### src/sciu_pkg.sv
// Purpose: shared constants for the serial channel interrupt unit
// Assumes: classic wishbone, 32-bit data, one byte register per word
// Notes: printed offsets are indices; byte address is four times index
package sciu_pkg;

  // register indices and byte addresses
  localparam int SCIU_IDX_IER = 1;
  localparam int SCIU_IDX_IIR = 2;
  localparam int SCIU_IDX_CFG = 8;
  localparam int SCIU_IDX_STAT = 9;
  localparam logic [7:0] SCIU_ADR_IER = 8'(SCIU_IDX_IER * 4);
  localparam logic [7:0] SCIU_ADR_IIR = 8'(SCIU_IDX_IIR * 4);
  localparam logic [7:0] SCIU_ADR_CFG = 8'(SCIU_IDX_CFG * 4);
  localparam logic [7:0] SCIU_ADR_STAT = 8'(SCIU_IDX_STAT * 4);

  // interrupt enable fields
  localparam int SCIU_IER_RXD = 0;
  localparam int SCIU_IER_THR = 1;
  localparam int SCIU_IER_LSR = 2;
  localparam int SCIU_IER_MSR = 3;
  localparam logic [3:0] SCIU_IER_RESET = 4'h0;

  // config register fields
  localparam int SCIU_CFG_WL_LO = 0;
  localparam int SCIU_CFG_STOP = 2;
  localparam int SCIU_CFG_PAR = 3;
  localparam int SCIU_CFG_FEN = 4;
  localparam int SCIU_CFG_TRIG_LO = 6;
  localparam logic [7:0] SCIU_CFG_RESET = 8'h00;

  // identification codes, bits 3..0
  localparam logic [3:0] SCIU_ID_NONE = 4'h1;
  localparam logic [3:0] SCIU_ID_LSR = 4'h6;
  localparam logic [3:0] SCIU_ID_RXD = 4'h4;
  localparam logic [3:0] SCIU_ID_TMO = 4'hC;
  localparam logic [3:0] SCIU_ID_THR = 4'h2;
  localparam logic [3:0] SCIU_ID_MSR = 4'h0;
  localparam logic [1:0] SCIU_ID_FIFO_BITS = 2'h3;

  // receive trigger levels in bytes
  localparam logic [4:0] SCIU_TRIG_0 = 5'h01;
  localparam logic [4:0] SCIU_TRIG_1 = 5'h04;
  localparam logic [4:0] SCIU_TRIG_2 = 5'h08;
  localparam logic [4:0] SCIU_TRIG_3 = 5'h0E;

  // timing and frame sizes; bit time in internal ticks, timeout in chars, tx minimum in bytes
  localparam int SCIU_TICKS_PER_BIT = 16;
  localparam int SCIU_TIMEOUT_CHARS = 4;
  localparam int SCIU_MIN_TX_BYTES = 2;
  localparam int SCIU_WL_BASE = 5;
  localparam int SCIU_FRAME_FIXED = 2;

endpackage

### src/sciu_channel_irq.sv
// Purpose: interrupt enable, ranking and identification of one channel
// Assumes: channel strobes are one-cycle pulses on clk; 16x baud tick in
// Notes: registers on classic wishbone, ack one cycle after the request
`timescale 1ns/1ns
`default_nettype none

module sciu_channel_irq
  import sciu_pkg::*;
#(
  parameter int FIFO_DEPTH = 16,
  parameter int FILL_W = 5
) (
  input wire logic clk,
  input wire logic rst,
  input wire logic wb_cyc,
  input wire logic wb_stb,
  input wire logic wb_we,
  input wire logic [7:0] wb_adr,
  input wire logic [3:0] wb_sel,
  input wire logic [31:0] wb_dat_w,
  output logic [31:0] wb_dat_r,
  output logic wb_ack,
  input wire logic baud_tick16,
  input wire logic [FILL_W-1:0] rx_fill,
  input wire logic [FILL_W-1:0] tx_fill,
  input wire logic rx_char_stored,
  input wire logic rx_buffer_read,
  input wire logic tx_holding_write,
  input wire logic line_status_read,
  input wire logic modem_status_read,
  input wire logic overrun_event,
  input wire logic parity_error_flag,
  input wire logic framing_error_flag,
  input wire logic break_flag,
  input wire logic modem_change_event,
  output logic tx_holding_empty_flag,
  output logic channel_irq_output
);

  initial begin
    if (FILL_W < 5 || FIFO_DEPTH < 16 || FIFO_DEPTH >= (1 << FILL_W)) begin
      $error("sciu_channel_irq: fill width cannot hold fifo depth");
    end
  end

  ////////////////////////////////////////////////////////////////////////
  // helpers

  // bits per frame: start, data, parity, stop; one and a half rounds up
  function automatic logic [3:0] frame_bits(input logic [7:0] cfg);
    logic [3:0] n;
    n = 4'(SCIU_WL_BASE) + 4'(cfg[SCIU_CFG_WL_LO +: 2]);
    n = n + 4'(SCIU_FRAME_FIXED) + 4'(cfg[SCIU_CFG_STOP]);
    n = n + 4'(cfg[SCIU_CFG_PAR]);
    return n;
  endfunction

  function automatic logic [4:0] trig_level(input logic [1:0] code);
    logic [4:0] lvl;
    unique case (code)
      2'h0: lvl = SCIU_TRIG_0;
      2'h1: lvl = SCIU_TRIG_1;
      2'h2: lvl = SCIU_TRIG_2;
      2'h3: lvl = SCIU_TRIG_3;
    endcase
    return lvl;
  endfunction

  ////////////////////////////////////////////////////////////////////////
  // register state

  logic [3:0] interrupt_enable_reg;
  logic [7:0] cfg_reg;
  logic fen_prev_reg;
  logic bus_req;
  logic bus_wr;
  logic bus_rd;
  logic iir_read;
  logic [7:0] interrupt_identification;
  logic [7:0] status_view;
  logic fifo_enable_bit;
  logic [9:0] char_ticks;
  logic [9:0] timeout_ticks;
  logic [9:0] tx_delay_ticks;

  assign bus_req = wb_cyc && wb_stb && !wb_ack;
  assign bus_wr = bus_req && wb_we && wb_sel[0];
  assign bus_rd = bus_req && !wb_we;
  assign iir_read = bus_rd && (wb_adr == SCIU_ADR_IIR);
  assign fifo_enable_bit = cfg_reg[SCIU_CFG_FEN];

  // char time in ticks; stop bit time is one bit of ticks
  assign char_ticks = 10'(frame_bits(cfg_reg)) * 10'(SCIU_TICKS_PER_BIT);
  assign timeout_ticks = 10'(char_ticks * 10'(SCIU_TIMEOUT_CHARS));
  assign tx_delay_ticks = char_ticks - 10'(SCIU_TICKS_PER_BIT);

  always_ff @(posedge clk) begin
    if (rst) begin
      interrupt_enable_reg <= SCIU_IER_RESET;
    end else if (bus_wr && wb_adr == SCIU_ADR_IER) begin
      interrupt_enable_reg <= wb_dat_w[3:0];
    end
  end

  always_ff @(posedge clk) begin
    if (rst) begin
      cfg_reg <= SCIU_CFG_RESET;
    end else if (bus_wr && wb_adr == SCIU_ADR_CFG) begin
      cfg_reg <= wb_dat_w[7:0];
    end
  end

  always_ff @(posedge clk) begin
    if (rst) begin
      fen_prev_reg <= 1'b0;
    end else begin
      fen_prev_reg <= fifo_enable_bit;
    end
  end

  ////////////////////////////////////////////////////////////////////////
  // receive character timeout

  logic [9:0] tmo_cnt_reg;
  logic tmo_pend_reg;
  logic tmo_armed;

  // polled mode: timer held, nothing indicated
  assign tmo_armed = fifo_enable_bit && interrupt_enable_reg[SCIU_IER_RXD]
    && (rx_fill != '0);

  always_ff @(posedge clk) begin
    if (rst) begin
      tmo_cnt_reg <= '0;
      tmo_pend_reg <= 1'b0;
    end else if (rx_buffer_read) begin
      // read removes the idle condition, so the clear wins here
      tmo_cnt_reg <= '0;
      tmo_pend_reg <= 1'b0;
    end else if (!tmo_pend_reg) begin
      if (rx_char_stored || !tmo_armed) begin
        tmo_cnt_reg <= '0;
      end else if (baud_tick16) begin
        if (tmo_cnt_reg == timeout_ticks - 10'h001) begin
          tmo_pend_reg <= 1'b1;
          tmo_cnt_reg <= '0;
        end else begin
          tmo_cnt_reg <= tmo_cnt_reg + 10'h001;
        end
      end
    end else if (!tmo_armed) begin
      tmo_pend_reg <= 1'b0;
    end
  end

  ////////////////////////////////////////////////////////////////////////
  // transmit empty indication with short-burst delay

  logic [1:0] tx_bytes_reg;
  logic tx_delaying_reg;
  logic [9:0] tx_dly_cnt_reg;
  logic tx_raw_empty;

  assign tx_raw_empty = (tx_fill == '0);

  // bytes seen in the fifo since the flag last went high, saturating
  always_ff @(posedge clk) begin
    if (rst) begin
      tx_bytes_reg <= '0;
    end else if (!tx_holding_empty_flag && tx_raw_empty && !tx_delaying_reg
                 && tx_bytes_reg >= 2'(SCIU_MIN_TX_BYTES)) begin
      tx_bytes_reg <= '0;
    end else if (tx_delaying_reg && baud_tick16
                 && tx_dly_cnt_reg == tx_delay_ticks - 10'h001) begin
      tx_bytes_reg <= '0;
    end else if (tx_holding_write && tx_bytes_reg != 2'h3) begin
      tx_bytes_reg <= tx_bytes_reg + 2'h1;
    end
  end

  always_ff @(posedge clk) begin
    if (rst) begin
      tx_holding_empty_flag <= 1'b1;
      tx_delaying_reg <= 1'b0;
      tx_dly_cnt_reg <= '0;
    end else if (!tx_raw_empty || tx_holding_write) begin
      tx_holding_empty_flag <= 1'b0;
      tx_delaying_reg <= 1'b0;
      tx_dly_cnt_reg <= '0;
    end else if (!tx_holding_empty_flag && !tx_delaying_reg) begin
      if (tx_bytes_reg < 2'(SCIU_MIN_TX_BYTES)) begin
        tx_delaying_reg <= 1'b1;
      end else begin
        tx_holding_empty_flag <= 1'b1;
      end
    end else if (tx_delaying_reg && baud_tick16) begin
      if (tx_dly_cnt_reg == tx_delay_ticks - 10'h001) begin
        tx_holding_empty_flag <= 1'b1;
        tx_delaying_reg <= 1'b0;
        tx_dly_cnt_reg <= '0;
      end else begin
        tx_dly_cnt_reg <= tx_dly_cnt_reg + 10'h001;
      end
    end
  end

  ////////////////////////////////////////////////////////////////////////
  // sticky interrupt sources and the receive level source

  logic thr_pend_reg;
  logic thr_prev_reg;
  logic thr_set;
  logic thr_clr;
  logic lsr_pend_reg;
  logic lsr_set;
  logic msr_pend_reg;
  logic rxd_active;
  logic [3:0] id_code;

  always_ff @(posedge clk) begin
    if (rst) begin
      thr_prev_reg <= 1'b1;
    end else begin
      thr_prev_reg <= tx_holding_empty_flag;
    end
  end

  // edge of the empty flag, or any change of fifo enable
  assign thr_set = (tx_holding_empty_flag && !thr_prev_reg)
    || (fifo_enable_bit != fen_prev_reg);
  assign thr_clr = tx_holding_write
    || (iir_read && id_code == SCIU_ID_THR);

  always_ff @(posedge clk) begin
    if (rst) begin
      thr_pend_reg <= 1'b0;
    end else if (thr_set) begin
      thr_pend_reg <= 1'b1;
    end else if (thr_clr) begin
      thr_pend_reg <= 1'b0;
    end
  end

  assign lsr_set = overrun_event || parity_error_flag
    || framing_error_flag || break_flag;

  always_ff @(posedge clk) begin
    if (rst) begin
      lsr_pend_reg <= 1'b0;
    end else if (lsr_set) begin
      lsr_pend_reg <= 1'b1;
    end else if (line_status_read) begin
      lsr_pend_reg <= 1'b0;
    end
  end

  always_ff @(posedge clk) begin
    if (rst) begin
      msr_pend_reg <= 1'b0;
    end else if (modem_change_event) begin
      msr_pend_reg <= 1'b1;
    end else if (modem_status_read) begin
      msr_pend_reg <= 1'b0;
    end
  end

  // level source: trigger in fifo mode, any byte otherwise
  assign rxd_active = fifo_enable_bit
    ? (rx_fill >= FILL_W'(trig_level(cfg_reg[SCIU_CFG_TRIG_LO +: 2])))
    : (rx_fill != '0);

  ////////////////////////////////////////////////////////////////////////
  // ranking and identification

  always_comb begin
    id_code = SCIU_ID_NONE;
    if (lsr_pend_reg && interrupt_enable_reg[SCIU_IER_LSR]) begin
      id_code = SCIU_ID_LSR;
    end else if (rxd_active && interrupt_enable_reg[SCIU_IER_RXD]) begin
      id_code = SCIU_ID_RXD;
    end else if (tmo_pend_reg && fifo_enable_bit
                 && interrupt_enable_reg[SCIU_IER_RXD]) begin
      id_code = SCIU_ID_TMO;
    end else if (thr_pend_reg && interrupt_enable_reg[SCIU_IER_THR]) begin
      id_code = SCIU_ID_THR;
    end else if (msr_pend_reg && interrupt_enable_reg[SCIU_IER_MSR]) begin
      id_code = SCIU_ID_MSR;
    end
  end

  // bit 0 low means pending; only the winning code is shown
  assign interrupt_identification = {
    fifo_enable_bit ? SCIU_ID_FIFO_BITS : 2'h0,
    2'h0,
    id_code
  };

  assign status_view = {
    tmo_pend_reg, thr_pend_reg, lsr_pend_reg, msr_pend_reg,
    rxd_active, tx_delaying_reg, tx_holding_empty_flag, fifo_enable_bit
  };

  always_ff @(posedge clk) begin
    if (rst) begin
      channel_irq_output <= 1'b0;
    end else begin
      channel_irq_output <= !id_code[0];
    end
  end

  ////////////////////////////////////////////////////////////////////////
  // wishbone slave

  always_ff @(posedge clk) begin
    if (rst) begin
      wb_ack <= 1'b0;
    end else begin
      wb_ack <= bus_req;
    end
  end

  // unmapped addresses read zero and ignore writes, still acked
  always_ff @(posedge clk) begin
    if (rst) begin
      wb_dat_r <= '0;
    end else if (bus_rd) begin
      unique case (wb_adr)
        SCIU_ADR_IER: wb_dat_r <= {28'h000_0000, interrupt_enable_reg};
        SCIU_ADR_IIR: wb_dat_r <= {24'h00_0000, interrupt_identification};
        SCIU_ADR_CFG: wb_dat_r <= {24'h00_0000, cfg_reg};
        SCIU_ADR_STAT: wb_dat_r <= {24'h00_0000, status_view};
        default: wb_dat_r <= '0;
      endcase
    end
  end

endmodule

`default_nettype wire

### config.mk
export PLATFORM = sky130hd
export DESIGN_NAME = sciu_channel_irq
export DESIGN_NICKNAME = d
export VERILOG_FILES = /design/src/sciu_pkg.sv /design/src/sciu_channel_irq.sv
export SDC_FILE = /design/constraint.sdc
export NUM_CORES = 1
export LEC_CHECK = 0
export ABC_CLOCK_PERIOD_IN_PS = 9980
export BUFFER_PORTS_ARGS = -buffer_cell sky130_fd_sc_hd__buf_2
export CORE_MARGIN = 2
export CORE_UTILIZATION = 55
export CTS_CLUSTER_DIAMETER = 100
export DETAILED_ROUTE_END_ITERATION = 10
export PLACE_DENSITY = 0.93
export SKIP_CTS_REPAIR_TIMING = 1
export SLEW_MARGIN = 20
export SYNTH_ARGS = -nofsm -noshare
export SYNTH_HDL_FRONTEND = slang
export SYNTH_SLANG_ARGS = --single-unit
### constraint.sdc
create_clock -name clk -period 9.98 [get_ports clk]
set_input_delay 1.497 -clock clk [delete_from_list [all_inputs] [get_ports clk]]
set_output_delay 1.497 -clock clk [all_outputs]
set_load 0.05 [all_outputs]
# Yosys cells after proc, flatten, opt, wreduce, memory -nomap -nowiden

Cells that the tools add are included.

$add $sub $neg: 10
Multipliers: 0
Divide/modulo/power cells: 0
Order comparisons: 3
Equality and inequality tests: 14
Shifts and indexed selects: 0
Multiplexer cells: 33
Bitwise operators: 2
Reduce and logical (&&, ||, !) cells: 58

Operator list:

| operator                                                              | count |
|---|---|
| 10-bit two-way mux                                                    | 4 |
| 8-bit one-hot mux with 4 select lines                                 | 1 |
| 1-bit logical AND                                                     | 25 |
| 1-bit two-way mux                                                     | 22 |
| 10-bit by 1-bit adder with 10-bit output (second input constant)      | 2 |
| 10-bit == test                                                        | 2 |
| 5-bit one-hot mux with 4 select lines                                 | 1 |
| 8-bit by 6-bit == test with 1-bit output (second input constant)      | 2 |
| 4-bit two-way mux                                                     | 3 |
| 2-bit nonzero test                                                    | 6 |
| 10-bit by 1-bit subtractor with 10-bit output (second input constant) | 1 |
| 9-bit by 2-bit subtractor with 10-bit output (second input constant)  | 1 |
| 8-bit by 5-bit subtractor with 9-bit output (second input constant)   | 1 |
| 4-bit by 1-bit adder with 4-bit output                                | 2 |
| 8-bit by 3-bit == test with 1-bit output (second input constant)      | 1 |
| 8-bit by 4-bit == test with 1-bit output (second input constant)      | 1 |
| 1-bit logical NOT                                                     | 8 |
| 1-bit logical OR                                                      | 7 |
| 3-bit AND reduction                                                   | 2 |
| 3-bit nonzero test                                                    | 2 |
| 5-bit >= comparator                                                   | 1 |
| 5-bit logical NOT                                                     | 1 |
| 5-bit nonzero test                                                    | 1 |
| 3-bit by 2-bit adder with 4-bit output (first input constant)         | 1 |
| other kinds (17)                                                      | 22 |

Bits in registers: 76
Bits in latches: 0
Memory bits (writable): 0
Bits in read-only memories: 0
Output and inout port bits: 35
Logic and storage cells: 136
Memories kept: 0

# Longest topological paths before layout

Gate-level depths: netlist of the first run.

Depth in word-level cells: 12
Gate-level depth with buffers: 13

# Worst setup path after synthesis of the first run

Ideal clock, no wire load.

Kind: flip-flop to flip-flop
Start point: register cfg_reg[0]
End point: register tx_holding_empty_flag
Library setup time: 0.061 ns
Arrival time: 3.292 ns
Required time: 9.919 ns
Slack: 6.627 ns
Stages on the path, launching flop included: 14
Path buffers: 0
Path through: dfxtp_1 -> inv_1 -> ha_1 -> inv_1 -> ha_1 -> inv_1 -> fa_1 -> ha_1 -> or3b_1 -> a211oi_2 -> a2111oi_2 -> or3b_4 -> a211oi_4 -> o41a_1

Word-level cells in the longest chain between the ends: 9

Ends and longest elaborated chain:

| item                                         | RTL line                | RTL |
|---|---|---|
| start: declaration                           | sciu_channel_irq.sv:73  | `logic [7:0] cfg_reg;` |
| start signal: assignment                     | sciu_channel_irq.sv:109 | `cfg_reg <= wb_dat_w[7:0];` |
| 3-bit by 2-bit adder with 4-bit output       | sciu_channel_irq.sv:52  | `n = 4'(SCIU_WL_BASE) + 4'(cfg[SCIU_CFG_WL_LO +: 2]);` |
| 4-bit by 2-bit adder with 4-bit output       | sciu_channel_irq.sv:53  | `n = n + 4'(SCIU_FRAME_FIXED) + 4'(cfg[SCIU_CFG_STOP]);` |
| 4-bit by 1-bit adder with 4-bit output       | sciu_channel_irq.sv:53  |  |
| 4-bit by 1-bit adder with 4-bit output       | sciu_channel_irq.sv:54  | `n = n + 4'(cfg[SCIU_CFG_PAR]);` |
| 8-bit by 5-bit subtractor with 9-bit output  | sciu_channel_irq.sv:95  | `assign tx_delay_ticks = char_ticks - 10'(SCIU_TICKS_PER_BIT);` |
| 9-bit by 2-bit subtractor with 10-bit output | sciu_channel_irq.sv:197 | `if (tx_dly_cnt_reg == tx_delay_ticks - 10'h001) begin` |
| 10-bit == test                               | sciu_channel_irq.sv:197 |  |
| 3-bit nonzero test (no line)                 | n/a                     |  |
| 3-bit AND reduction (no line)                | n/a                     |  |
| end signal: assignment                       | sciu_channel_irq.sv:187 | `tx_holding_empty_flag <= 1'b0;` |
| end signal: assignment                       | sciu_channel_irq.sv:194 | `tx_holding_empty_flag <= 1'b1;` |
| end signal: assignment                       | sciu_channel_irq.sv:198 | `tx_holding_empty_flag <= 1'b1;` |
| end: declaration                             | sciu_channel_irq.sv:36  | `output logic tx_holding_empty_flag,` |

No other way between the ends.
A chain may end at the register's enable or synchronous reset.

# Worst setup path after layout of the first run

Start point: register cfg_reg[0]
End point: register tx_dly_cnt_reg[8]

Word-level cells in the longest chain between the ends: 8

Ends and longest elaborated chain:

| item                                         | RTL line                | RTL |
|---|---|---|
| 3-bit by 2-bit adder with 4-bit output       | sciu_channel_irq.sv:52  |  |
| 4-bit by 2-bit adder with 4-bit output       | sciu_channel_irq.sv:53  |  |
| 4-bit by 1-bit adder with 4-bit output       | sciu_channel_irq.sv:53  |  |
| 4-bit by 1-bit adder with 4-bit output       | sciu_channel_irq.sv:54  |  |
| 8-bit by 5-bit subtractor with 9-bit output  | sciu_channel_irq.sv:95  |  |
| 9-bit by 2-bit subtractor with 10-bit output | sciu_channel_irq.sv:197 |  |
| 10-bit == test                               | sciu_channel_irq.sv:197 |  |
| 10-bit two-way mux                           | sciu_channel_irq.sv:197 |  |
| end signal: assignment                       | sciu_channel_irq.sv:202 | `tx_dly_cnt_reg <= tx_dly_cnt_reg + 10'h001;` |
| end: declaration                             | sciu_channel_irq.sv:161 | `logic [9:0] tx_dly_cnt_reg;` |

No other way between the ends.

==> results of run 1 <==
cell type report:
class | count | area [sq um] | share of cell area [%]
Sequential cell | 52 | 1041 | 28.81
Inverter | 13 | 48.80 | 1.350
Clock inverter | 1 | 30.03 | 0.8310
Multi-Input combinational cell | 318 | 2038 | 56.41
Tap cell | 75 | 93.84 | 2.597
Clock buffer | 7 | 96.34 | 2.666
Timing Repair Buffer | 53 | 265.3 | 7.341
metal layers:
layer	track usage [%]	up-vias	part of all wire, %
met5	0	-	0
met4	9.322	0	3.2
met3	4.000	22	5.4
met2	42.40	125	51
met1	28.23	1364	41
li1	-	1453	-
kinds of logic after synthesis:
logic type	after synthesis	share of synthesized area, %
flip-flops	52	31.90
AND/OR/NAND/NOR	171	27.95
XOR/XNOR	25	6.940
buffers and inverters	48	8.282
other	1	0.1149
adder cells (fa/ha/maj)	15	5.982
multiplexers	16	5.061
AO/OA/AOI/OAI	67	13.77
report_power, final:
| group | leakage [nW] | internal (mW) | switching, mW |
|---|---|---|---|
| Sequential | 0.421 | 0.210 | 0.00281 |
| Combinational | 0.906 | 0.0135 | 0.0394 |
| Clock | 0.0645 | 0.0886 | 0.0705 |
cell usage after synthesis, drive strengths merged, types with 2 or more instances:
library cell	number	area, sq um
a211oi	5	55.05
a21o	2	15.01
a21oi	17	85.08
a221oi	3	26.28
a22o	2	17.52
a22oi	5	37.54
a31o	2	17.52
a31oi	4	25.02
and2	2	12.51
and3	4	25.02
and4	2	17.52
and4b	2	20.02
buf	25	183.9
clkbuf	10	37.54
dfxtp	52	1041
ha	14	175.2
inv	13	48.80
mux2	4	45.04
mux2i	12	120.1
nand2	28	107.6
nand2b	6	37.54
nand3	22	110.1
nand4	3	18.77
nand4b	4	35.03
nor2	47	176.4
nor2b	6	37.54
nor3	15	86.34
nor4	10	77.57
o21ai	17	85.08
o21bai	2	15.01
o22ai	3	18.77
or2	4	25.02
or3	7	43.79
or3b	3	28.78
or4	3	26.27
xnor2	17	148.9
xor2	8	77.58
worst reg2reg max path, cell delays in order (launching register included):
cell and delay [ns]:
dfxtp_1 0.35, inv_1 0.07, ha_1 0.28, inv_1 0.06
ha_1 0.16, inv_1 0.05, fa_1 0.49, ha_1 0.38
or3b_1 0.43, and4_1 0.21, a2111oi_2 0.27, o21ai_0 0.26
a211oi_4 0.46, nor3_1 0.15
worst paths after layout:
kind,to,slack (ns),cells past startpoint
setup / recovery,tx_dly_cnt_reg[8]$_SDFFE_PP0P_,6.22,13
hold / removal,wb_dat_r[7]$_SDFFE_PP0P_,0.46,2
setup reg to reg,tx_dly_cnt_reg[8]$_SDFFE_PP0P_,6.22,13
hold reg to reg,wb_dat_r[7]$_SDFFE_PP0P_,0.46,2
==> results.cfg, run 1 <==
[route]
drt_first_pass_iters = 4
detail_route.wl_per_cell_um = 14.20
first_iter_violations = 234
ant_nets = 0
vias = 2964
drc = 0
via_per_inst = 5.711
wirelength_mm = 7.372

[clock_tree]
cts.sink_count = 52
clk-insertion-delay-late_ns = 0.31
cts_buffer_depth = 2
cts_root_buffer = clkbuf_8
cts-buffers-inserted = 5
clk_pin_slew_worst_paths_ns = 0.10
htreeDepth = 2
cts_tree = built

[timing]
clock_skew_ns = 0.008459
rsz0062_at_grt = false
worst_slack_ns = 6.219
setup_violations = 0
hold_ws_ns = 0.4557
drv_slew = 0
fmax_mhz = 265.9
setup_tns_ns = 0
period_minus_slack_ns = 3.761
period_share_pct = 37.68
slew_headroom_pct = 43.55
finalHoldViolations = 0
worst_pin_slew_ns = 0.8450

[power]
peakVddDrop_mv = 0.09360
leakagePower_nw = 1.392
power_density_nw_per_um2 = 117.6
p_total_mw = 0.4251

[final_layout]
final_common_cell = buf_2
nets = 528
final_cell_mix = buf_2, dfxtp_1, nor2_1, nand2_1, conb_1
area_growth_pct = 10.74
drive_above_1_share_pct = 18.24
finalInstanceArea_sq_um = 3613
stdcell_count = 519
fin_util_pct = 62.13
fillers = 458
diodes = 0

[die]
core_area_sq_um = 5816
die_x_um = 81.03
die_area_sq_um = 6565
die_h_um = 81.03
placementRows = 28
io_pins = 105
initial_utilization_pct = 56.11

[synth]
ys_seq_area_share_pct = 31.90
ys_async_sr_fraction_pct = 0
syn_avg_cell_area_sq_um = 8.261
synth_edf_count = 0
syn_inst = 395
ys.flop_type = dfxtp_1
synthesis.area_sq_um = 3263
ys_ff_latch = 52
yosysWarnings = 0
ys_types = 57

[global_route]
overflow = 0
grt_pass1_vias = 2791
grt_usage_pct = 23.73
grt_max_degree = 37
grt_first_pass_wirelength_mm = 12.39
antenna_found_initial = 0

[worst_setup_path]
r2r_start = cfg_reg[0]$_SDFFE_PP0P_
crit_slowest_cell = fa_1
cp-start-kind = flop
cp-end-kind = flop
critPathRequiredTime_ns = 10.16
crit_family = adder cells
cp_slowest_stage_delay_ns = 0.49
path_cells = inv_1, ha_1, inv_1, ha_1, inv_1, fa_1, ha_1, or3b_1, and4_1, a2111oi_2, o21ai_0, a211oi_4, nor3_1
cp_max_fo = 9
cp.buffers_inverters = 3
path_class = reg2reg
critPathArrivalTime_ns = 3.94
crit_start = cfg_reg[0]$_SDFFE_PP0P_

[placed_design]
dp_worst_setup_slack_ns = 6.299
dpl-instance-area_sq_um = 3487
dpl.hpwl_mm = 5.513
dpl.cell_count = 511
io_buffers = 53
place_congestion = 0.9512

[worst_hold_path]
hold_path.class = reg2reg
min_from = wb_dat_r[7]$_SDFFE_PP0P_

[job]
cap_viol_max_count = 0

[status]
outcome = complete, no violations
No activity file was read; power rests on OpenSTA's default activity.
==> run 2, diff against run 1 <==
- ABC_AREA: default -> 1
- ABC_CLOCK_PERIOD_IN_PS: 9980 -> 3550
- CORE_UTILIZATION: 55 -> 52
- PLACE_DENSITY: 0.93 -> 0.89
- clock period: 9.98 -> 3.55 ns (I/O delays scaled with it)
==> run 2 against run 1 <==
Net effect: cell count up 17%; clock skew down 0.0023 ns; setup slack worse by 5.6 ns; critical endpoint is now tx_dly_cnt_reg[0]$_SDFFE_PP0P_; largest cell class unchanged; largest power group unchanged.
==> results.cfg, run 2 <==
[synth]
yosysWarnings = 0
synth_area_leader_cell = dfxtp_1
ys_top_cells_by_area = dfxtp_1, nand2_1, inv_1
ys_types = 42
yosysMostFrequentCell = nand2_1
ys_async_sr_fraction_pct = 0
ys_seq_area_share_pct = 31.21
ys_top_cells_by_count = nand2_1, inv_1, dfxtp_1, nor2_1, a21oi_1
ys_ff_latch = 52
synthesis.area_sq_um = 3336
syn_avg_cell_area_sq_um = 7.023
synth_top_area_share_pct = 31.21
synth_edf_count = 0
syn_inst = 475
ys.flop_type = dfxtp_1

[final_layout]
area_growth_pct = 10.43
multi_input_area_sq_um = 1911
regArea_sq_um = 1041
nets = 615
final_common_cell = nand2_1
diodes = 0
drive_above_1_share_pct = 19.06
fillers = 569
fin_util_pct = 58.68
final_cell_mix = nand2_1, inv_1, buf_2, dfxtp_1, nor2_1

[global_route]
grt_usage_pct = 19.26
grt_max_degree = 18
grt_first_pass_wirelength_mm = 11.34
antenna_found_initial = 0
grt_pass1_vias = 2799
overflow = 0

[route]
wirelength_mm = 6.768
detail_route.wl_per_cell_um = 11.15
via_per_inst = 5.002
vias = 3036
first_iter_violations = 146
drt_first_pass_iters = 4
drc = 0
ant_nets = 0

[worst_setup_path]
cp_max_fo = 8
critPathArrivalTime_ns = 3.15
cp-start-kind = flop
critPathRequiredTime_ns = 3.75
path_class = reg2reg
r2r_start = cfg_reg[0]$_SDFFE_PP0P_
cp-end-kind = flop
crit_start = cfg_reg[0]$_SDFFE_PP0P_

[clock_tree]
cts_tree = built
htreeDepth = 2
cts_buffer_depth = 2
clk_pin_slew_worst_paths_ns = 0.09
cts-buffers-inserted = 5
cts_root_buffer = clkbuf_8
cts.sink_count = 52
clk-insertion-delay-late_ns = 0.31

[job]
cap_viol_max_count = 0

[die]
die_area_sq_um = 7071
die_x_um = 84.09
io_pins = 105
initial_utilization_pct = 53.14
die_h_um = 84.09
core_area_sq_um = 6277
placementRows = 29

[timing]
rsz0062_at_grt = false
finalHoldViolations = 0
worst_pin_slew_ns = 0.5568
clock_skew_ns = 0.006184
drv_slew = 0
period_minus_slack_ns = 2.951
slew_headroom_pct = 62.74
fmax_mhz = 338.8
setup_violations = 0
period_share_pct = 83.14
setup_tns_ns = 0

[power]
power_density_nw_per_um2 = 296.4
leakagePower_nw = 1.691
peakVddDrop_mv = 0.2363

[placed_design]
place_congestion = 0.8961
dpl.hpwl_mm = 5.463
io_buffers = 53

[worst_hold_path]
hold_path.class = in2reg
min_from = modem_change_event

[status]
outcome = complete, no violations
## run 2: cell count changes after synthesis, moves of 7 or more
cell | before | now
xnor2_1 | 17 | 1
nor4_1 | 9 | 1
a21oi_1 | 17 | 32
mux2i_1 | 12 | 0
nor3_1 | 14 | 7
nor2_2 | 0 | 11
xor2_1 | 7 | 14
inv_1 | 13 | 72
nand2_1 | 27 | 91
or3_1 | 7 | 0
clkbuf_1 | 10 | 3
nand4_1 | 3 | 10
## run 2: path summary, 6_finish.rpt
check,endpoint,slack (ns),depth (start not counted)
worst max-delay path,tx_dly_cnt_reg[0]$_SDFFE_PP0P_,0.60,15
worst min-delay path,msr_pend_reg$_SDFFE_PP0P_,0.43,3
worst max register to register,tx_dly_cnt_reg[0]$_SDFFE_PP0P_,0.60,15
worst min register to register,wb_dat_r[0]$_SDFFE_PP0P_,0.47,2
## run 2: worst max-delay path: stages (launching register included)
cell	delay, ns
dfxtp_1	0.32
inv_1	0.06
ha_1	0.29
inv_1	0.06
ha_1	0.15
inv_1	0.05
fa_1	0.48
ha_1	0.37
xor2_1	0.21
a21oi_1	0.06
nor3_1	0.21
nand3_1	0.12
nor2_2	0.16
nand3_4	0.14
nand2_8	0.13
nor2_2	0.05
## run 2: cells by family after synthesis
group / after synthesis / synth area share (%)
other cells: 1 / 0.1124
fa+ha+maj: 15 / 5.852
buf+inv: 101 / 14.10
simple gates: 228 / 34.51
xor+xnor: 15 / 3.939
compound gates: 63 / 10.28
flops: 52 / 31.21
## run 2: routing by layer
layer | vias to the layer above | track usage (%) | wire length (um)
li1 | 1577 | - | -
met1 | 1341 | 21.02 | 2820
met2 | 96 | 35.64 | 3365
met3 | 22 | 3.363 | 330
met4 | 0 | 9.091 | 252
met5 | - | 0 | 0
## run 2: area by class of cell
cell class | instances | share of cell area (%)
clock buffers | 7 | 2.615
inverters | 73 | 7.439
multi-input cells | 345 | 51.87
repair buffers | 53 | 7.201
flip-flops and latches | 52 | 28.26
well taps | 77 | 2.615
## run 2: through the flow
stage          total power, mW  hold slack, ns  std cells  setup WS, ns  area [sq um]
6_report                 1.092          0.4343        607        0.5986          3684
5_1_grt                  1.137          0.4491        607        0.3562          3684
4_1_cts                  1.100          0.4306        607        0.5849          3684
3_5_place_dp            0.7451          0.4557        600        0.5924          3587
3_3_place_gp            0.7415          0.4550        600        0.7226          3587
2_1_floorplan           0.7294          0.4391        498        0.8697          3422
## run 2: power by group
part | leakage (nW) | switching (mW) | internal, mW | total (mW)
combinational | 1.22 | 0.103 | 0.0346 | 0.137
sequential | 0.421 | 0.00518 | 0.589 | 0.595
clock | 0.0503 | 0.186 | 0.174 | 0.360
